**src/hw/ssbs_consts.vh**
```
// constants of the servo stop and brake sequencer
//==========================================================
`ifndef SSBS_CONSTS_VH
`define SSBS_CONSTS_VH
//==========================================================
// wishbone register offsets
`define SSBS_ADR_CTRL 8'h00
`define SSBS_ADR_ON_DLY 8'h04
`define SSBS_ADR_STILL_DLY 8'h08
`define SSBS_ADR_ROT_DLY 8'h0C
`define SSBS_ADR_SPD_THR 8'h10
`define SSBS_ADR_STATUS 8'h14
// control field positions
`define SSBS_CTRL_PHASE 0
`define SSBS_CTRL_SON_STOP 1
`define SSBS_CTRL_C2_STOP 2
`define SSBS_CTRL_LIM_LO 3
`define SSBS_CTRL_LIM_HI 4
// reset values
`define SSBS_CTRL_RST 5'h08
`define SSBS_ON_DLY_RST 10'h0FA
`define SSBS_STILL_DLY_RST 10'h096
`define SSBS_ROT_DLY_RST 10'h1F4
`define SSBS_SPD_THR_RST 12'h01E
// upper limits
`define SSBS_ON_DLY_MAX 10'h1F4
`define SSBS_DLY_MAX 10'h3E8
`define SSBS_SPD_THR_MAX 12'hBB8
// timing
`define SSBS_CLK_HZ 100000000
`define SSBS_TICK_MS 1
`define SSBS_MS_CYCLES ((`SSBS_CLK_HZ / 1000) * `SSBS_TICK_MS)
`endif

```
**src/hw/ssbs_ms_tick.v**
```verilog
// millisecond tick generator
`timescale 1ns/1ns
module ssbs_ms_tick #(
	parameter CYCLES = 100000
) (
	// clock and reset
	input wire clk_i,
	input wire rst_i,
	// tick
	output reg tick_o
);
	reg [31:0] cnt_r;
	// free counter, one-cycle pulse per period
	always @(posedge clk_i)
	begin
		if (rst_i)
		begin
			cnt_r <= 32'h0000_0000;
			tick_o <= 1'b0;
		end
		else if (cnt_r == CYCLES - 1)
		begin
			cnt_r <= 32'h0000_0000;
			tick_o <= 1'b1;
		end
		else
		begin
			cnt_r <= cnt_r + 32'h0000_0001;
			tick_o <= 1'b0;
		end
	end
endmodule

```
**src/hw/ssbs_top.v**
```verilog
// servo stop and brake sequencer with wishbone registers
`timescale 1ns/1ns
`include "ssbs_consts.vh"
module ssbs_top #(
	parameter MS_CYCLES = `SSBS_MS_CYCLES
) (
	// clock and reset
	input wire clk_i,
	input wire rst_i,
	// wishbone slave
	input wire cyc_i,
	input wire stb_i,
	input wire we_i,
	input wire [7:0] adr_i,
	input wire [3:0] sel_i,
	input wire [31:0] dat_i,
	output reg [31:0] dat_o,
	output reg ack_o,
	// drive pins, asynchronous
	input wire son_i,
	input wire fault1_i,
	input wire fault2_i,
	input wire limit_i,
	// speed feedback, same clock
	input wire [11:0] speed_rpm_i,
	// encoder quadrature in, same clock
	input wire enc_a_i,
	input wire enc_b_i,
	// references from motion controller
	input wire ref_vld_i,
	input wire [31:0] ref_i,
	// outputs to power stage and brake
	output reg energize_o,
	output reg brake_rel_o,
	output reg estop_o,
	output reg pos_lock_o,
	output reg ref_vld_o,
	output reg [31:0] ref_o,
	output reg div_a_o,
	output reg div_b_o
);
	//==========================================================
	// state encoding
	localparam ST_OFF = 3'd0;
	localparam ST_ON_WAIT = 3'd1;
	localparam ST_RUN = 3'd2;
	localparam ST_STILL = 3'd3;
	localparam ST_ROT = 3'd4;
	localparam ST_STOP = 3'd5;

	//==========================================================
	// pin synchronisers
	reg [3:0] sync1_r;
	reg [3:0] sync2_r;
	always @(posedge clk_i)
	begin
		if (rst_i)
		begin
			sync1_r <= 4'h0;
			sync2_r <= 4'h0;
		end
		else
		begin
			sync1_r <= {limit_i, fault2_i, fault1_i, son_i};
			sync2_r <= sync1_r;
		end
	end
	wire son_s = sync2_r[0];
	wire f1_s = sync2_r[1];
	wire f2_s = sync2_r[2];
	wire lim_s = sync2_r[3];

	//==========================================================
	// millisecond tick
	wire tick;
	ssbs_ms_tick #(.CYCLES(MS_CYCLES)) u_tick (
		.clk_i(clk_i),
		.rst_i(rst_i),
		.tick_o(tick)
	);

	//==========================================================
	// registers
	reg [4:0] ctrl_r;
	reg [9:0] brake_on_cmd_delay_r;
	reg [9:0] still_dly_r;
	reg [9:0] rot_dly_r;
	reg [11:0] spd_thr_r;
	reg [2:0] state_r;
	reg [2:0] state_nxt;
	reg [9:0] ms_r;
	reg [9:0] ms_nxt;
	// class-two fault caught while the brake output was on
	reg f2_force_r;
	wire limit_stop_sel_zero = (ctrl_r[`SSBS_CTRL_LIM_HI:`SSBS_CTRL_LIM_LO] == 2'd0);
	wire [1:0] limit_stop_sel = ctrl_r[`SSBS_CTRL_LIM_HI:`SSBS_CTRL_LIM_LO];
	wire class2_fault_stop_sel = ctrl_r[`SSBS_CTRL_C2_STOP];
	wire wr = cyc_i & stb_i & we_i & ~ack_o;
	wire rd = cyc_i & stb_i & ~we_i & ~ack_o;

	// register writes, out-of-range values ignored and previous value kept
	always @(posedge clk_i)
	begin
		if (rst_i)
		begin
			ctrl_r <= `SSBS_CTRL_RST;
			brake_on_cmd_delay_r <= `SSBS_ON_DLY_RST;
			still_dly_r <= `SSBS_STILL_DLY_RST;
			rot_dly_r <= `SSBS_ROT_DLY_RST;
			spd_thr_r <= `SSBS_SPD_THR_RST;
		end
		else if (wr && sel_i[0])
		begin
			case (adr_i)
				`SSBS_ADR_CTRL:
				begin
					// limit code 3 is illegal, kept at previous value
					ctrl_r[2:0] <= dat_i[2:0];
					if (sel_i[0] && dat_i[4:3] != 2'd3)
						ctrl_r[4:3] <= dat_i[4:3];
				end
				`SSBS_ADR_ON_DLY:
					if (sel_i[1] && dat_i[9:0] <= `SSBS_ON_DLY_MAX)
						brake_on_cmd_delay_r <= dat_i[9:0];
				`SSBS_ADR_STILL_DLY:
					if (sel_i[1] && dat_i[9:0] != 10'h000 && dat_i[9:0] <= `SSBS_DLY_MAX)
						still_dly_r <= dat_i[9:0];
				`SSBS_ADR_ROT_DLY:
					if (sel_i[1] && dat_i[9:0] != 10'h000 && dat_i[9:0] <= `SSBS_DLY_MAX)
						rot_dly_r <= dat_i[9:0];
				`SSBS_ADR_SPD_THR:
					if (sel_i[1] && dat_i[11:0] <= `SSBS_SPD_THR_MAX)
						spd_thr_r <= dat_i[11:0];
				default:
					ctrl_r <= ctrl_r;
			endcase
		end
	end

	// read mux and ack, one wait-state answer
	always @(posedge clk_i)
	begin
		if (rst_i)
		begin
			ack_o <= 1'b0;
			dat_o <= 32'h0000_0000;
		end
		else
		begin
			ack_o <= cyc_i & stb_i & ~ack_o;
			if (rd)
			begin
				case (adr_i)
					`SSBS_ADR_CTRL: dat_o <= {27'h0000000, ctrl_r};
					`SSBS_ADR_ON_DLY: dat_o <= {22'h000000, brake_on_cmd_delay_r};
					`SSBS_ADR_STILL_DLY: dat_o <= {22'h000000, still_dly_r};
					`SSBS_ADR_ROT_DLY: dat_o <= {22'h000000, rot_dly_r};
					`SSBS_ADR_SPD_THR: dat_o <= {20'h00000, spd_thr_r};
					`SSBS_ADR_STATUS: dat_o <= {16'h0000, ms_r, lim_s, f2_s, f1_s, state_r};
					default: dat_o <= 32'h0000_0000;
				endcase
			end
		end
	end

	//==========================================================
	// brake and stop sequencer
	wire moving = (speed_rpm_i != 12'h000);
	wire below_thr = (speed_rpm_i < spd_thr_r);
	wire stop_req = ~son_s | f1_s | f2_s | lim_s;
	always @*
	begin
		state_nxt = state_r;
		ms_nxt = ms_r;
		if (tick && ms_r != 10'h000)
			ms_nxt = ms_r - 10'h001;
		case (state_r)
			ST_OFF:
				if (son_s && !f1_s && !f2_s && !lim_s)
				begin
					state_nxt = ST_ON_WAIT;
					ms_nxt = brake_on_cmd_delay_r;
				end
			ST_ON_WAIT:
				if (stop_req)
					state_nxt = ST_OFF;
				else if (ms_r == 10'h000 || ms_r > brake_on_cmd_delay_r)
					state_nxt = ST_RUN;
			ST_RUN:
				if (lim_s && !f1_s && !f2_s && son_s)
				begin
					state_nxt = ST_STOP;
				end
				else if (stop_req)
				begin
					state_nxt = moving ? ST_ROT : ST_STILL;
					ms_nxt = moving ? rot_dly_r : still_dly_r;
				end
			ST_STILL:
				if (ms_r == 10'h000)
					state_nxt = ST_OFF;
			ST_ROT:
				if (below_thr || ms_r == 10'h000)
					state_nxt = ST_OFF;
			ST_STOP:
				if (!lim_s || f1_s || f2_s || !son_s)
					state_nxt = ST_OFF;
			default:
				state_nxt = ST_OFF;
		endcase
	end

	always @(posedge clk_i)
	begin
		if (rst_i)
		begin
			state_r <= ST_OFF;
			ms_r <= 10'h000;
		end
		else
		begin
			state_r <= state_nxt;
			ms_r <= ms_nxt;
		end
	end

	// power stage, brake and stop style outputs
	always @(posedge clk_i)
	begin
		if (rst_i)
		begin
			energize_o <= 1'b0;
			brake_rel_o <= 1'b0;
			estop_o <= 1'b0;
			pos_lock_o <= 1'b0;
			f2_force_r <= 1'b0;
		end
		else
		begin
			// forcing is latched so it outlives the brake dropping during the stop
			if (!f2_s)
				f2_force_r <= 1'b0;
			else if (brake_rel_o)
				f2_force_r <= 1'b1;
			energize_o <= (state_nxt != ST_OFF) && !(state_nxt == ST_STOP && limit_stop_sel_zero);
			// brake stays on while rotating until threshold or delay ends it
			brake_rel_o <= (state_nxt == ST_ON_WAIT) || (state_nxt == ST_RUN) || (state_nxt == ST_STOP)
				|| (state_nxt == ST_ROT);
			pos_lock_o <= (state_nxt == ST_STOP) && (limit_stop_sel == 2'd1);
			if (f1_s)
				estop_o <= 1'b0;
			else if (f2_s)
				estop_o <= class2_fault_stop_sel | brake_rel_o | f2_force_r;
			else if (lim_s)
				estop_o <= ~limit_stop_sel_zero;
			else if (!son_s)
				estop_o <= ctrl_r[`SSBS_CTRL_SON_STOP];
			else
				estop_o <= 1'b0;
		end
	end

	// reference gate, closed outside run
	always @(posedge clk_i)
	begin
		if (rst_i)
		begin
			ref_vld_o <= 1'b0;
			ref_o <= 32'h0000_0000;
		end
		else
		begin
			// closed as soon as run is left, so no reference follows brake off
			ref_vld_o <= ref_vld_i && (state_r == ST_RUN) && (state_nxt == ST_RUN);
			ref_o <= ref_i;
		end
	end

	//==========================================================
	// registered encoder output, not divided, with phase choice
	always @(posedge clk_i)
	begin
		if (rst_i)
		begin
			div_a_o <= 1'b0;
			div_b_o <= 1'b0;
		end
		else if (ctrl_r[`SSBS_CTRL_PHASE])
		begin
			div_a_o <= enc_b_i;
			div_b_o <= enc_a_i;
		end
		else
		begin
			div_a_o <= enc_a_i;
			div_b_o <= enc_b_i;
		end
	end
endmodule

```
**config.mk**
```make
export PLATFORM = sky130hd
export DESIGN_NAME = ssbs_top
export DESIGN_NICKNAME = d
export VERILOG_FILES = /design/src/hw/ssbs_ms_tick.v /design/src/hw/ssbs_top.v
export VERILOG_INCLUDE_DIRS = /design/src /design/src/hw
export SDC_FILE = /design/constraint.sdc
export NUM_CORES = 1
export LEC_CHECK = 0
export BUFFER_PORTS_ARGS = -buffer_cell sky130_fd_sc_hd__buf_4
export CAP_MARGIN = 20
export CELL_PAD_IN_SITES_DETAIL_PLACEMENT = 1
export CELL_PAD_IN_SITES_GLOBAL_PLACEMENT = 1
export CORE_MARGIN = 2
export CORE_UTILIZATION = 36
export DETAILED_ROUTE_END_ITERATION = 6
export GPL_ROUTABILITY_DRIVEN = 0
export PLACE_DENSITY_LB_ADDON = 0.15
export SLEW_MARGIN = 20
export SYNTH_ARGS = -nofsm -noshare
export SYNTH_HDL_FRONTEND = slang
export SYNTH_SLANG_ARGS = --single-unit
```
**constraint.sdc**
```tcl
create_clock -name clk_i -period 2.5 [get_ports clk_i]
set_input_delay 0.125 -clock clk_i [delete_from_list [all_inputs] [get_ports clk_i]]
set_output_delay 0.125 -clock clk_i [all_outputs]
set_load 0.01 [all_outputs]
```
## After elaboration in Yosys (flattened, before gate mapping)

Cells that the tools add are included.

| cells by class | value |
|---|---|
| add/sub/neg operators | 2 |
| order comparisons | 5 |
| eq/ne operators | 17 |
| multiplexer cells | 23 |
| bitwise operators | 16 |
| reductions and logical operators | 48 |

Operators with widths:

| cell | count |
|---|---|
| $pmux W16 S6 | 1 |
| $mux W10 | 5 |
| $add A32 B1 Y32 const B | 1 |
| $eq A32 B17 Y1 const B | 1 |
| $mux W3 | 9 |
| $pmux W10 S2 | 1 |
| $reduce_bool A10 Y1 | 2 |
| $logic_and A1 B1 Y1 | 18 |
| $pmux W3 S6 | 1 |
| $eq A8 B4 Y1 const B | 2 |
| $eq A8 B5 Y1 const B | 2 |
| $reduce_and A3 Y1 | 5 |
| $eq A3 B3 Y1 const B | 4 |
| $le A12 B12 Y1 const B | 1 |
| $lt A12 B12 Y1 | 1 |
| $reduce_bool A12 Y1 | 1 |
| $gt A10 B10 Y1 | 1 |
| $le A10 B10 Y1 const B | 1 |
| $le A10 B9 Y1 const B | 1 |
| $logic_not A10 Y1 | 1 |
| $sub A10 B1 Y10 const B | 1 |
| $eq A3 B2 Y1 const B | 3 |
| $eq A8 B3 Y1 const B | 1 |
| $logic_not A8 Y1 | 1 |
| other kinds (14) | 46 |

| word-level totals | value |
|---|---|
| flip-flop bits (word level) | 174 |
| input port bits | 100 |
| output and inout port bits | 72 |
| logic and storage cells | 134 |

## Longest topological paths before layout

Gate-level depths: netlist of run 1.

| logic depth | value |
|---|---|
| depth in word-level cells | 11 |
| depth in mapped cells | 10 |
| depth with buffers taken out | 9 |

## Hierarchy

From an unflattened synthesis of run 1, not the netlist that was laid out.

| unflattened totals | value |
|---|---|
| cells, all modules | 895 |
| area, all modules | 7726.2 um2 |

Modules (own cells, without submodules):

| module | instances | cells an instance | area an instance (um2) | seq. area each (um2) |
|---|---|---|---|---|
| ssbs_top | 1 | 716 | 6189.7 | 2502.4 |
| ssbs_ms_tick | 1 | 179 | 1536.5 | 660.6 |

## Least setup slack after synthesis of run 1

No wires, ideal clock.

| timing | value |
|---|---|
| path kind | register to register |
| from | register ms_r[0] |
| to | register pos_lock_o |
| setup time | 0.117 ns |
| arrival | 2.199 ns |
| required time | 2.383 ns |
| slack | 0.184 ns |
| stages on the path, launching flop included | 10 |
| buffers on the path | 1 |
| period minus slack after synthesis | 2.316 ns |
| cells stage by stage | dfxtp_1 > inv_1 > ha_1 > or4b_1 > or3_1 > buf_6 > nor4b_4 > and2_4 > a211oi_4 > and4bb_1 |

| on the way | value |
|---|---|
| word-level cells in the longest chain between the ends | 7 |
| elaborated cells on any way between the ends | 11 |
| classes of those cells | order compare (1); eq/ne (1); mux (5); reduce/logical (4) |

Ends and longest elaborated chain:

| item | RTL line | text |
|---|---|---|
| start, declared | ssbs_top.v:91 | `reg [9:0] ms_r;` |
| start signal, assigned | ssbs_top.v:223 | `ms_r <= ms_nxt;` |
| $gt A10 B10 Y1 or $logic_not A10 Y1 (tied branches) | ssbs_top.v:187, ssbs_top.v:200, ssbs_top.v:203 |  |
| $logic_or A1 B1 Y1 | ssbs_top.v:187 | `else if (ms_r == 10'h000 \|\| ms_r > brake_on_cmd_delay_r)` |
| $mux W3 | ssbs_top.v:187 |  |
| $mux W3 | ssbs_top.v:185 | `if (stop_req)` |
| $pmux W3 S6 (*) | ssbs_top.v:177 | `case (state_r)` |
| $eq A3 B3 Y1 (*) | ssbs_top.v:249 | `pos_lock_o <= (state_nxt == ST_STOP) && (limit_stop_sel == 2'd1);` |
| $logic_and A1 B1 Y1 (*) | ssbs_top.v:249 |  |
| end signal, assigned | ssbs_top.v:249 |  |
| end, declared | ssbs_top.v:36 | `output reg pos_lock_o,` |

Mark *: on every way between the ends. The rest lies on a longest branch, timed or not.
A chain may end at the register's enable or synchronous reset.

## Worst setup path in the final report of run 1

| timing | value |
|---|---|
| from | register brake_on_cmd_delay_r[4] |
| to | register energize_o |

| on the way | value |
|---|---|
| word-level cells in the longest chain between the ends | 9 |
| elaborated cells on any way between the ends | 10 |
| classes of those cells | order compare (1); eq/ne (1); mux (3); reduce/logical (5) |

Ends and longest elaborated chain:

| item | RTL line | text |
|---|---|---|
| start, declared | ssbs_top.v:85 | `reg [9:0] brake_on_cmd_delay_r;` |
| start signal, assigned | ssbs_top.v:107 | `` brake_on_cmd_delay_r <= `SSBS_ON_DLY_RST; `` |
| start signal, assigned | ssbs_top.v:124 | `brake_on_cmd_delay_r <= dat_i[9:0];` |
| $gt A10 B10 Y1 (*) | ssbs_top.v:187 |  |
| $logic_or A1 B1 Y1 (*) | ssbs_top.v:187 |  |
| $mux W3 (*) | ssbs_top.v:187 |  |
| $mux W3 (*) | ssbs_top.v:185 |  |
| $pmux W3 S6 (*) | ssbs_top.v:177 |  |
| $eq A3 B3 Y1 | ssbs_top.v:245 | `energize_o <= (state_nxt != ST_OFF) && !(state_nxt == ST_STOP && limit_stop_sel_zero);` |
| $logic_and A1 B1 Y1 | ssbs_top.v:245 |  |
| $logic_not A1 Y1 | ssbs_top.v:245 |  |
| $logic_and A1 B1 Y1 (*) | ssbs_top.v:245 |  |
| end signal, assigned | ssbs_top.v:245 |  |
| end, declared | ssbs_top.v:33 | `output reg energize_o,` |

Marks and branches as above.

==> metrics.txt, run 1 <==
# TYPE chip_impl_metric gauge
chip_impl_metric{name="irDropWorstVdd",unit="V"} 0.000471
chip_impl_metric{name="power_density",unit="mW/mm2"} 611
chip_impl_metric{name="cts-htree-levels",unit=""} 4
chip_impl_metric{name="period_needed",unit="ns"} 2.41
chip_impl_metric{name="chipWidth",unit="um"} 145
chip_impl_metric{name="post_layout_nets",unit=""} 1108
chip_impl_metric{name="synth.yosys.seq_area_share",unit="%"} 44.4
chip_impl_metric{name="die_ar",unit="mm2"} 0.0209
chip_impl_metric{name="numPortBuffers",unit=""} 133
chip_impl_metric{name="numCtsBuffers",unit=""} 17
chip_impl_metric{name="overflow",unit=""} 0
chip_impl_metric{name="drt_first_pass_iters",unit=""} 7
chip_impl_info{name="critical_path.endpoint_type",value="flip-flop"} 1
chip_impl_metric{name="library_cells_used_by_synthesis",unit=""} 67
chip_impl_metric{name="clock-skew-final",unit="ns"} 0.0107
chip_impl_metric{name="ioPinCount",unit=""} 172
chip_impl_metric{name="max_clock_freq",unit="MHz"} 415
chip_impl_info{name="cts_tree",value="built"} 1
chip_impl_metric{name="syn-mean-instance-area",unit="um2"} 9.14
chip_impl_metric{name="antenna-diode-count",unit=""} 0
chip_impl_metric{name="slew-limit-headroom",unit="%"} 55.5
chip_impl_info{name="layout_common_cells",value="sky130_fd_sc_hd__buf_4, sky130_fd_sc_hd__dfxtp_1, sky130_fd_sc_hd__nor2_1, sky130_fd_sc_hd__nand2_1, sky130_fd_sc_hd__dlygate4sd3_1"} 1
chip_impl_metric{name="floorplan.core_area",unit="mm2"} 0.0195
chip_impl_metric{name="first_pass_grt_wire_length",unit="mm"} 37.0
chip_impl_info{name="clockRootBuffer",value="sky130_fd_sc_hd__clkbuf_16"} 1
chip_impl_metric{name="die_h",unit="um"} 145
chip_impl_metric{name="yosysWarningCount",unit=""} 0
chip_impl_info{name="violations",value="design-rule violations"} 1
chip_impl_metric{name="vias_after_detailed_routing",unit=""} 6542
chip_impl_metric{name="hpwl",unit="mm"} 17.0
chip_impl_metric{name="insertion_delay_to_the_later_sink_of_the_worst_skew_pair",unit="ns"} 0.43
chip_impl_metric{name="ff_latch_area",unit="mm2"} 0.00317
chip_impl_info{name="layout_commonest_cell",value="sky130_fd_sc_hd__buf_4"} 1
chip_impl_metric{name="route.detailed.wl_per_inst",unit="um"} 18.9
chip_impl_metric{name="grt_pass1_vias",unit=""} 7093
chip_impl_metric{name="post_detailed_route_count_of_antenna_violating_nets",unit=""} 0
chip_impl_metric{name="worstPathRequired",unit="ns"} 2.85
chip_impl_metric{name="timing.hold.worst_path_depth",unit=""} 3
chip_impl_metric{name="static-leakage-power",unit="nW"} 4.17
chip_impl_metric{name="rows",unit=""} 51
chip_impl_info{name="rsz0062_at_grt",value="true"} 1
chip_impl_metric{name="drive_above_1_share",unit="%"} 26.1
chip_impl_metric{name="setup.reg_to_reg.worst_slack",unit="ns"} 0.09
chip_impl_metric{name="post-route-worst-setup-slack",unit="ns"} 0.0887
chip_impl_info{name="timing.critical_path.from_type",value="flip-flop"} 1
chip_impl_metric{name="synthArstFlopShare",unit="%"} 0
chip_impl_metric{name="finalCoreUtilization",unit="%"} 50.3
chip_impl_metric{name="timing.final.setup_violations",unit=""} 0
chip_impl_metric{name="cts_sinks",unit=""} 158
chip_impl_metric{name="total_wirelength",unit="mm"} 23.8
chip_impl_metric{name="timing.final.hold_violations",unit=""} 0
chip_impl_info{name="timing_worst_setup_path_type",value="flip-flop to flip-flop"} 1
chip_impl_metric{name="total_power",unit="mW"} 5.99
chip_impl_metric{name="final.fill_count",unit=""} 2236
chip_impl_info{name="worst_hold_path_type",value="input port to flip-flop"} 1
chip_impl_metric{name="initial_utilization",unit="%"} 36.6
chip_impl_metric{name="worst-r2r-cell-count",unit=""} 10
chip_impl_metric{name="maxSlewViolCount",unit=""} 0
chip_impl_metric{name="antenna_violations_before_repair",unit=""} 0
chip_impl_metric{name="grt_start_max_net_pins",unit=""} 64
chip_impl_metric{name="netlist_area_before_placement",unit="mm2"} 0.00713
chip_impl_metric{name="synth_enable_flop_cells",unit=""} 0
chip_impl_metric{name="drt_iter0_drc",unit=""} 488
chip_impl_metric{name="worst_hold_slack",unit="ns"} 0.0168
chip_impl_metric{name="crit_arrival",unit="ns"} 2.77
chip_impl_metric{name="worstMarginPinSlew",unit="ns"} 0.667
chip_impl_metric{name="postSynthRegisterBits",unit=""} 158
chip_impl_info{name="status",value="finished, violations left"} 1
chip_impl_metric{name="placement.setup.worst_slack",unit="ns"} -0.00928
chip_impl_metric{name="avgViaCountPerCell",unit=""} 5.18
chip_impl_metric{name="drt_drc_violations_left",unit=""} 3
chip_impl_metric{name="multiInputGateArea",unit="mm2"} 0.00368
chip_impl_metric{name="final_cell_area",unit="mm2"} 0.00979
chip_impl_metric{name="clk_pin_slew",unit="ns"} 0.07
chip_impl_metric{name="final.period_utilization",unit="%"} 96.5
chip_impl_metric{name="groute.usage.overall",unit="%"} 23.1
chip_impl_metric{name="post_dp_cell_area",unit="mm2"} 0.00859
chip_impl_metric{name="maxCapViolCount",unit=""} 0
chip_impl_metric{name="cp_max_fo",unit=""} 3
chip_impl_metric{name="clockBufferDepth",unit=""} 2
chip_impl_info{name="most_used_flip_flop_cell_after_synthesis",value="sky130_fd_sc_hd__dfxtp_1"} 1
chip_impl_metric{name="syn_inst",unit=""} 780
chip_impl_metric{name="layout-area-overhead-vs-synth",unit="%"} 37.4
cell usage after synthesis, drive strengths merged, types with 8 or more instances:
library cell | count | share of area (%)
nand4 | 9 | 0.79
xnor2 | 14 | 1.7
nor4 | 12 | 1.1
a222oi | 23 | 3.2
nor2 | 107 | 5.6
mux2 | 10 | 1.6
a21oi | 30 | 2.1
or3 | 11 | 0.97
o21ai | 11 | 0.88
clkbuf | 28 | 1.5
nand3 | 25 | 1.8
ha | 23 | 4.0
xor2 | 24 | 2.9
mux2i | 34 | 4.8
buf | 26 | 2.5
and2 | 8 | 0.74
inv | 32 | 1.7
nand2 | 56 | 2.9
a22oi | 12 | 1.3
o211ai | 10 | 1.1
nor2b | 42 | 3.7
nor3 | 15 | 1.2
dfxtp | 158 | 44
cell families (layout without fill, tap and decap cells):
kind of cell	after synthesis	after routing	share of synthesized area [%]
simple gates	316	316	22.6
flops	158	158	44.4
compound gates	114	114	12.2
buf+inv	86	289	5.69
mux	44	44	6.35
xor+xnor	38	38	4.67
fa+ha+maj	23	23	4.04
other cells	1	16	0.0526
per-layer routing:
metal	wire [um]	track usage, %	vias to the layer above
met5	0	0	-
met4	688	8.84	0
met3	1310	5.03	37
met2	12000	40.7	187
met1	9840	27.6	3194
li1	-	-	3124
flip-flops by register name (all words and copies together), names as in the netlist, 3 cells and up:
register              cells
brake_on_cmd_delay_r     10
u_tick.cnt_r             32
ref_o                    32
ms_r                     10
ctrl_r                    5
dat_o                    16
still_dly_r              10
spd_thr_r                12
sync1_r                   4
state_r                   3
sync2_r                   4
rot_dly_r                10
worst paths after layout:
kind,startpoint,end
worst max-delay path,brake_on_cmd_delay_r[4],energize_o
worst min-delay path,dat_i[1],still_dly_r[1]
worst min register to register,sync1_r[2],sync2_r[2]
worst max register to register,brake_on_cmd_delay_r[4],energize_o
final cells by class:
cell class | count | area share (%)
Multi-Input combinational cell | 551 | 37.6
Timing Repair Buffer | 225 | 18.7
Clock buffer | 18 | 4.48
Sequential cell | 158 | 32.4
Inverter | 32 | 1.23
Tap cell | 265 | 3.39
Clock inverter | 14 | 2.25
what timing repair did:
action	in CTS	in global routing
hold endpoints to repair	46	0
setup buffers	0	1
pin swaps	0	5
gates resized for setup	1	17
hold buffers	47	0
setup endpoints to repair	2	7
power by group:
group          switching, mW  internal, mW  leakage (nW)
Clock                   1.17          1.74         0.323
Combinational          0.236         0.254          2.57
Sequential            0.0290          2.56          1.29
critical path, cell delays in order (launching register included):
cell                        delay [ns]
sky130_fd_sc_hd__dfxtp_1          0.38
sky130_fd_sc_hd__inv_1            0.09
sky130_fd_sc_hd__ha_1             0.32
sky130_fd_sc_hd__nand2_1          0.07
sky130_fd_sc_hd__o21ai_0          0.11
sky130_fd_sc_hd__a2111oi_2        0.42
sky130_fd_sc_hd__buf_4            0.19
sky130_fd_sc_hd__o21ai_4          0.07
sky130_fd_sc_hd__o221ai_2         0.23
sky130_fd_sc_hd__and4bb_2         0.28
sky130_fd_sc_hd__a211oi_2         0.19
stage by stage:
step / TNS (ns) / instances
2_1_floorplan: 0 / 795
3_3_place_gp: 0 / 1183
3_5_place_dp: -0.00928 / 1183
4_1_cts: 0 / 1262
5_1_grt: -0.0843 / 1263
6_report: 0 / 1263
Note: power is estimated with default switching activity, not from simulation.
==> inputs of run 2 (changes only) <==
--- a/config.mk
+++ b/config.mk
@@ -15,6 +15,7 @@
 export DETAILED_ROUTE_END_ITERATION = 6
 export GPL_ROUTABILITY_DRIVEN = 0
 export PLACE_DENSITY_LB_ADDON = 0.15
+export SETUP_SLACK_MARGIN = 0.15
 export SLEW_MARGIN = 20
 export SYNTH_ARGS = -nofsm -noshare
 export SYNTH_HDL_FRONTEND = slang
==> metrics.txt, run 2 (same netlist as run 1, synthesis figures left out) <==
# TYPE chip_impl_metric gauge
chip_impl_info{name="rsz0062_at_grt",value="true"} 1
chip_impl_metric{name="period_needed",unit="ns"} 2.37
chip_impl_metric{name="crit_arrival",unit="ns"} 2.67
chip_impl_metric{name="cp_max_fo",unit=""} 5
chip_impl_metric{name="timing.final.hold_violations",unit=""} 0
chip_impl_metric{name="pwr-share-clk",unit="%"} 48.6
chip_impl_metric{name="switching_power",unit="mW"} 1.46
chip_impl_metric{name="die_ar",unit="mm2"} 0.0209
chip_impl_metric{name="first_pass_grt_wire_length",unit="mm"} 37.7
chip_impl_metric{name="drive_above_1_share",unit="%"} 28.1
chip_impl_metric{name="layout-area-overhead-vs-synth",unit="%"} 39.3
chip_impl_metric{name="cts_sinks",unit=""} 158
chip_impl_metric{name="power.sequential.fraction",unit="%"} 43.1
chip_impl_metric{name="post-route-worst-setup-slack",unit="ns"} 0.129
chip_impl_metric{name="grt_use_met1",unit="%"} 28.2
chip_impl_info{name="worstPathCellList",value="inv_2 > ha_4 > or4b_4 > or3_4 > a21oi_2 > o22ai_1 > a41oi_2 > and4bb_2 > nor3_1"} 1
chip_impl_metric{name="maxSlewViolCount",unit=""} 0
chip_impl_metric{name="comb_power_share",unit="%"} 8.3
chip_impl_metric{name="route.detailed.wl_per_inst",unit="um"} 19.5
chip_impl_info{name="timing_worst_setup_path_type",value="flip-flop to flip-flop"} 1
chip_impl_info{name="critical_path.endpoint_type",value="flip-flop"} 1
chip_impl_info{name="path_delay_family",value="simple AND/OR/NAND/NOR gates"} 1
chip_impl_metric{name="critical_path.n_buffers_inverters",unit=""} 1
chip_impl_metric{name="final.period_utilization",unit="%"} 94.8
chip_impl_metric{name="final_cell_count_no_fill",unit=""} 1270
chip_impl_metric{name="drt_drc_violations_left",unit=""} 5
chip_impl_metric{name="worstMarginPinSlew",unit="ns"} 0.669
chip_impl_info{name="timing.critical_path.from_type",value="flip-flop"} 1
chip_impl_metric{name="drt_iter0_drc",unit=""} 482
chip_impl_metric{name="placement.setup.worst_slack",unit="ns"} -0.00928
chip_impl_metric{name="post_detailed_route_count_of_antenna_violating_nets",unit=""} 0
chip_impl_metric{name="cts-htree-levels",unit=""} 4
chip_impl_metric{name="clock-skew-final",unit="ns"} 0.0104
chip_impl_info{name="critical_path_top_delay_cell",value="sky130_fd_sc_hd__or4b_4"} 1
chip_impl_metric{name="overflow",unit=""} 0
chip_impl_metric{name="die_h",unit="um"} 145
chip_impl_metric{name="initial_utilization",unit="%"} 36.6
chip_impl_metric{name="max_clock_freq",unit="MHz"} 422
chip_impl_metric{name="hpwl",unit="mm"} 17.0
chip_impl_metric{name="maxCapViolCount",unit=""} 0
chip_impl_info{name="largest_registers",value="ref_o: 32 flops, u_tick.cnt_r: 32 flops, dat_o: 16 flops"} 1
chip_impl_metric{name="cp_peak_stage_delay",unit="ns"} 0.45
chip_impl_metric{name="swShare",unit="%"} 24.2
chip_impl_metric{name="static-leakage-power",unit="nW"} 4.21
chip_impl_metric{name="groute.usage.overall",unit="%"} 23.6
chip_impl_metric{name="vias_after_detailed_routing",unit=""} 6641
chip_impl_metric{name="post_layout_nets",unit=""} 1113
chip_impl_info{name="cts_tree",value="built"} 1
chip_impl_metric{name="floorplan.core_area",unit="mm2"} 0.0195
chip_impl_info{name="clockRootBuffer",value="sky130_fd_sc_hd__clkbuf_16"} 1
chip_impl_metric{name="avgViaCountPerCell",unit=""} 5.23
chip_impl_metric{name="numPortBuffers",unit=""} 133
chip_impl_metric{name="clockBufferDepth",unit=""} 2
chip_impl_info{name="status",value="finished, violations left"} 1
chip_impl_metric{name="ioPinCount",unit=""} 172
chip_impl_metric{name="dp_cells",unit=""} 1183
chip_impl_metric{name="total_wirelength",unit="mm"} 24.8
chip_impl_metric{name="globalRouteMet3Util",unit="%"} 4.74
chip_impl_info{name="layout_common_cells",value="sky130_fd_sc_hd__buf_4, sky130_fd_sc_hd__dfxtp_1, sky130_fd_sc_hd__nor2_1, sky130_fd_sc_hd__nand2_1, sky130_fd_sc_hd__dlygate4sd3_1"} 1
chip_impl_metric{name="timing.final.setup_violations",unit=""} 0
chip_impl_metric{name="drt_first_pass_iters",unit=""} 7
chip_impl_metric{name="worst_hold_slack",unit="ns"} 0.0147
chip_impl_metric{name="worstPathRequired",unit="ns"} 2.80
chip_impl_info{name="grt-busiest-layer",value="met2"} 1
chip_impl_metric{name="grt_start_max_net_pins",unit=""} 64
chip_impl_info{name="violations",value="design-rule violations"} 1
chip_impl_metric{name="numCtsBuffers",unit=""} 17
chip_impl_metric{name="insertion_delay_to_the_later_sink_of_the_worst_skew_pair",unit="ns"} 0.44
chip_impl_metric{name="power_density",unit="mW/mm2"} 606
chip_impl_metric{name="grt_pass1_vias",unit=""} 7186
chip_impl_info{name="layout_commonest_cell",value="sky130_fd_sc_hd__buf_4"} 1
chip_impl_metric{name="slew-limit-headroom",unit="%"} 55.4
chip_impl_metric{name="irDropWorstVdd",unit="V"} 0.000458
chip_impl_metric{name="rows",unit=""} 51
chip_impl_metric{name="power.internal",unit="mW"} 4.56
chip_impl_metric{name="antenna_violations_before_repair",unit=""} 2
chip_impl_info{name="worst_hold_path_type",value="input port to flip-flop"} 1
chip_impl_metric{name="chipWidth",unit="um"} 145
chip_impl_metric{name="clk_pin_slew",unit="ns"} 0.07
chip_impl_metric{name="grt_util_met2",unit="%"} 41.4
run 2: tightest hold or removal path, delay by kind of cell:
kind          cells  cell delay (ns)
buf+inv           1             0.15
mux               1             0.08
simple gates      1             0.06
run 2: per-stage QoR:
stage	utilization [%]	TNS [ns]	total power, mW	instance area (um2)
floorplan	-	0	2.85	7190
global placement	44.1	0	3.04	8590
detailed placement	44.1	-0.00928	3.06	8590
CTS	50.4	0	6.04	9810
global route	51.0	0	6.22	9930
finish	51.0	0	6.02	9930
run 2: worst paths after layout:
kind | start | slack (ns) | endpoint | cells past startpoint
worst max register to register | ms_r[0] | 0.13 | brake_rel_o | 9
worst min register to register | sync1_r[2] | 0.44 | sync2_r[2] | 1
worst max-delay path | ms_r[0] | 0.13 | brake_rel_o | 9
worst min-delay path | dat_i[1] | 0.01 | still_dly_r[1] | 3
run 2: final cells by class:
| type | count | area (um2) |
|---|---|---|
| inverters | 32 | 120 |
| diodes | 2 | 5.00 |
| well taps | 265 | 332 |
| multi-input cells | 551 | 3770 |
| clock inverters | 14 | 220 |
| repair buffers | 230 | 1870 |
| flip-flops and latches | 158 | 3180 |
| fillers | 2220 | 9530 |
| clock buffers | 18 | 439 |
run 2: timing repair:
item / 4_1_cts / 5_1_grt
setup endpoints to repair: 5 / 10
resized for setup: 21 / 18
pin swaps: 7 / 8
endpoints found under the hold margin: 46 / 0
buffers inserted: 3 / 3
hold buffers: 47 / 0
run 2: layer usage:
metal  vias to the layer above  part of all wire [%]
met1                      3254                    41
met5                         -                     0
met2                       212                    51
li1                       3135                     -
met4                         0                   3.1
met3                        40                   5.2
run 2: power groups by stage:
stage / Combinational (mW) / Clock [mW] / Sequential [mW]
3_3_place_gp: 0.395 / 0 / 2.64
2_1_floorplan: 0.191 / 0 / 2.65
5_1_grt: 0.541 / 3.08 / 2.60
3_5_place_dp: 0.410 / 0 / 2.65
6_report: 0.501 / 2.92 / 2.59
4_1_cts: 0.486 / 2.96 / 2.59
==> inputs of run 3 (changes only) <==
--- a/config.mk
+++ b/config.mk
@@ -6,12 +6,13 @@
 export SDC_FILE = /design/constraint.sdc
 export NUM_CORES = 1
 export LEC_CHECK = 0
+export ABC_AREA = 1
 export BUFFER_PORTS_ARGS = -buffer_cell sky130_fd_sc_hd__buf_4
 export CAP_MARGIN = 20
 export CELL_PAD_IN_SITES_DETAIL_PLACEMENT = 1
 export CELL_PAD_IN_SITES_GLOBAL_PLACEMENT = 1
 export CORE_MARGIN = 2
-export CORE_UTILIZATION = 36
+export CORE_UTILIZATION = 42
 export DETAILED_ROUTE_END_ITERATION = 6
 export GPL_ROUTABILITY_DRIVEN = 0
 export PLACE_DENSITY_LB_ADDON = 0.15
==> constraint.sdc (replaced) <==
create_clock -name clk_i -period 2.85 [get_ports clk_i]
set_input_delay 0.1425 -clock clk_i [delete_from_list [all_inputs] [get_ports clk_i]]
set_output_delay 0.1425 -clock clk_i [all_outputs]
set_load 0.01 [all_outputs]
==> metrics.txt, run 3 <==
# TYPE chip_impl_metric gauge
chip_impl_metric{name="post_layout_nets",unit=""} 1403
chip_impl_metric{name="numCtsBuffers",unit=""} 17
chip_impl_info{name="critical_path_top_delay_cell",value="sky130_fd_sc_hd__dfxtp_1"} 1
chip_impl_info{name="clockRootBuffer",value="sky130_fd_sc_hd__clkbuf_16"} 1
chip_impl_metric{name="timing.final.setup_violations",unit=""} 0
chip_impl_metric{name="die_h",unit="um"} 141
chip_impl_metric{name="avgViaCountPerCell",unit=""} 5.23
chip_impl_metric{name="total_power",unit="mW"} 5.36
chip_impl_metric{name="initial_utilization",unit="%"} 42.4
chip_impl_info{name="rsz0062_at_grt",value="false"} 1
chip_impl_metric{name="chipWidth",unit="um"} 141
chip_impl_info{name="timing.critical_path.from_type",value="flip-flop"} 1
chip_impl_metric{name="library_cells_used_by_synthesis",unit=""} 47
chip_impl_info{name="largest_registers",value="ref_o: 32 flops, u_tick.cnt_r: 32 flops, dat_o: 16 flops"} 1
chip_impl_metric{name="synth.top_cell.area_share",unit="%"} 40.2
chip_impl_metric{name="clockBufferDepth",unit=""} 2
chip_impl_info{name="yosys.area.top_type",value="sky130_fd_sc_hd__dfxtp_1"} 1
chip_impl_info{name="path_delay_family",value="simple AND/OR/NAND/NOR gates"} 1
chip_impl_metric{name="worstMarginPinSlew",unit="ns"} 0.713
chip_impl_metric{name="cp_peak_stage_delay",unit="ns"} 0.37
chip_impl_metric{name="max_clock_freq",unit="MHz"} 438
chip_impl_info{name="layout_commonest_cell",value="sky130_fd_sc_hd__nand2_1"} 1
chip_impl_metric{name="maxSlewViolCount",unit=""} 0
chip_impl_metric{name="netlist_area_before_placement",unit="mm2"} 0.00788
chip_impl_metric{name="clock-skew-final",unit="ns"} 0.0149
chip_impl_metric{name="postSynthRegisterBits",unit=""} 158
chip_impl_info{name="synth.top_cells.by_area",value="sky130_fd_sc_hd__dfxtp_1, sky130_fd_sc_hd__nand2_1, sky130_fd_sc_hd__inv_1"} 1
chip_impl_metric{name="first_pass_grt_wire_length",unit="mm"} 45.2
chip_impl_info{name="worstPathCellList",value="nand3b_4 > nor2_1 > nand2_1 > a21oi_1 > nand2_1 > inv_1 > nand2_2 > inv_1 > o21ai_0 > nor2_1"} 1
chip_impl_info{name="most_used_flip_flop_cell_after_synthesis",value="sky130_fd_sc_hd__dfxtp_1"} 1
chip_impl_metric{name="synth_enable_flop_cells",unit=""} 0
chip_impl_metric{name="drt_first_pass_iters",unit=""} 5
chip_impl_metric{name="vias_after_detailed_routing",unit=""} 7987
chip_impl_metric{name="power_density",unit="mW/mm2"} 528
chip_impl_metric{name="drt_drc_violations_left",unit=""} 0
chip_impl_info{name="ys_top_cells_by_count",value="sky130_fd_sc_hd__nand2_1, sky130_fd_sc_hd__inv_1, sky130_fd_sc_hd__dfxtp_1, sky130_fd_sc_hd__nor2_1, sky130_fd_sc_hd__a21oi_1"} 1
chip_impl_info{name="timing_worst_setup_path_type",value="flip-flop to flip-flop"} 1
chip_impl_metric{name="slew-limit-headroom",unit="%"} 52.4
chip_impl_metric{name="antenna_violations_before_repair",unit=""} 0
chip_impl_metric{name="critical_path.n_buffers_inverters",unit=""} 2
chip_impl_info{name="most_common_cell_in_the_synthesized_netlist",value="sky130_fd_sc_hd__nand2_1"} 1
chip_impl_metric{name="post_detailed_route_count_of_antenna_violating_nets",unit=""} 0
chip_impl_info{name="layout_common_cells",value="sky130_fd_sc_hd__nand2_1, sky130_fd_sc_hd__inv_1, sky130_fd_sc_hd__dfxtp_1, sky130_fd_sc_hd__nor2_1, sky130_fd_sc_hd__buf_4"} 1
chip_impl_metric{name="synthArstFlopShare",unit="%"} 0
chip_impl_metric{name="floorplan.core_area",unit="mm2"} 0.0186
chip_impl_metric{name="insertion_delay_to_the_later_sink_of_the_worst_skew_pair",unit="ns"} 0.45
chip_impl_metric{name="layout-area-overhead-vs-synth",unit="%"} 28.7
chip_impl_metric{name="die_ar",unit="mm2"} 0.0199
chip_impl_metric{name="clk_pin_slew",unit="ns"} 0.08
chip_impl_metric{name="static-leakage-power",unit="nW"} 4.71
chip_impl_metric{name="route.detailed.wl_per_inst",unit="um"} 18.8
chip_impl_metric{name="timing.final.hold_violations",unit=""} 0
chip_impl_metric{name="cts_sinks",unit=""} 158
chip_impl_metric{name="grt_pass1_vias",unit=""} 8531
chip_impl_metric{name="yosysWarningCount",unit=""} 0
chip_impl_metric{name="total_wirelength",unit="mm"} 28.8
chip_impl_metric{name="rows",unit=""} 50
chip_impl_metric{name="irDropWorstVdd",unit="V"} 0.000426
chip_impl_metric{name="syn-mean-instance-area",unit="um2"} 7.14
chip_impl_metric{name="hpwl",unit="mm"} 19.4
chip_impl_metric{name="syn_inst",unit=""} 1104
chip_impl_metric{name="final.setup.tns",unit="ns"} 0
chip_impl_metric{name="numPortBuffers",unit=""} 133
chip_impl_info{name="cts_tree",value="built"} 1
chip_impl_metric{name="groute.usage.overall",unit="%"} 29.6
chip_impl_metric{name="ioPinCount",unit=""} 172
chip_impl_metric{name="finalCoreUtilization",unit="%"} 54.6
chip_impl_metric{name="period_needed",unit="ns"} 2.28
chip_impl_metric{name="final.period_utilization",unit="%"} 80.1
chip_impl_metric{name="overflow",unit=""} 0
chip_impl_metric{name="drive_above_1_share",unit="%"} 17.4
chip_impl_metric{name="crit_arrival",unit="ns"} 2.67
chip_impl_metric{name="worstPathRequired",unit="ns"} 3.23
chip_impl_metric{name="antenna-diode-count",unit=""} 0
chip_impl_metric{name="grt_start_max_net_pins",unit=""} 57
chip_impl_metric{name="maxCapViolCount",unit=""} 0
chip_impl_metric{name="cp_max_fo",unit=""} 15
chip_impl_info{name="critical_path.endpoint_type",value="flip-flop"} 1
chip_impl_info{name="worst_hold_path_type",value="input port to flip-flop"} 1
chip_impl_metric{name="post_cts_resized",unit=""} 0
chip_impl_metric{name="synth.yosys.seq_area_share",unit="%"} 40.2
chip_impl_metric{name="cts-htree-levels",unit=""} 4
chip_impl_info{name="status",value="finished clean"} 1
chip_impl_metric{name="drt_iter0_drc",unit=""} 338
==> run 3: logic make-up (layout without fill, tap and decap cells) <==
logic type                 count (synthesis)  in the layout  share of synthesized area, %
buffers and inverters                    227            401                          12.1
other                                      1             16                        0.0476
adders and majority gates                 23             23                          3.65
and+or+nand+nor                          488            488                          28.5
DFF                                      158            158                          40.2
xor gates and xnor gates                  19             19                          2.11
AOI/OAI and AO/OA                        188            188                          13.5
==> run 3: path summary, 6_finish.rpt <==
kind                                 start              to  slack [ns]  cells after the start
worst max register to register       ack_o  still_dly_r[8]        0.57                     10
worst min-delay path             dat_i[10]   spd_thr_r[10]        0.03                      3
worst min register to register  sync1_r[2]      sync2_r[2]        0.40                      2
worst max-delay path                 ack_o  still_dly_r[8]        0.57                     10
==> run 3: through the flow <==
step                hold WS (ns)  cell area, um2  instances  setup slack [ns]
finish                    0.0266           10100       1527             0.566
global route              0.0339           10100       1527             0.393
global placement           0.341            9000       1446             0.706
floorplan                  0.249            7930       1119              1.19
CTS                       0.0176           10100       1527             0.601
detailed placement         0.351            9000       1446             0.628
==> run 3: where the power goes <==
part           internal (mW)  total [mW]  switching, mW
logic                  0.218       0.486          0.268
registers               2.25        2.28         0.0262
clock network           1.50        2.59           1.09
==> run 3: final cells by class <==
| class | count | area [um2] |
|---|---|---|
| fill | 2358 | 8440 |
| multi-input combinational | 734 | 3820 |
| sequential | 158 | 3160 |
| timing repair buffer | 186 | 1530 |
| inverter | 183 | 687 |
| clock buffer | 17 | 425 |
| tap | 234 | 293 |
| clock inverter | 15 | 221 |
==> run 3: what timing repair did <==
| action | 4_1_cts | 5_1_grt |
|---|---|---|
| hold buffers | 49 | 0 |
| endpoints found under the hold margin | 50 | 0 |
| buffers inserted | 0 | 0 |
==> run 3: worst min-delay path, cell delays in order <==
cell and delay [ns]:
sky130_fd_sc_hd__buf_4 0.13, sky130_fd_sc_hd__nor2_1 0.10, sky130_fd_sc_hd__nor3_1 0.05
==> run 3: layer usage <==
metal | wire length (um) | GRT usage (%) | up-vias
li1 | - | - | 3854
met1 | 12000 | 34.5 | 3830
met2 | 14400 | 52.7 | 233
met3 | 1450 | 6.25 | 70
met4 | 956 | 12.3 | 0
met5 | 0 | 0 | -
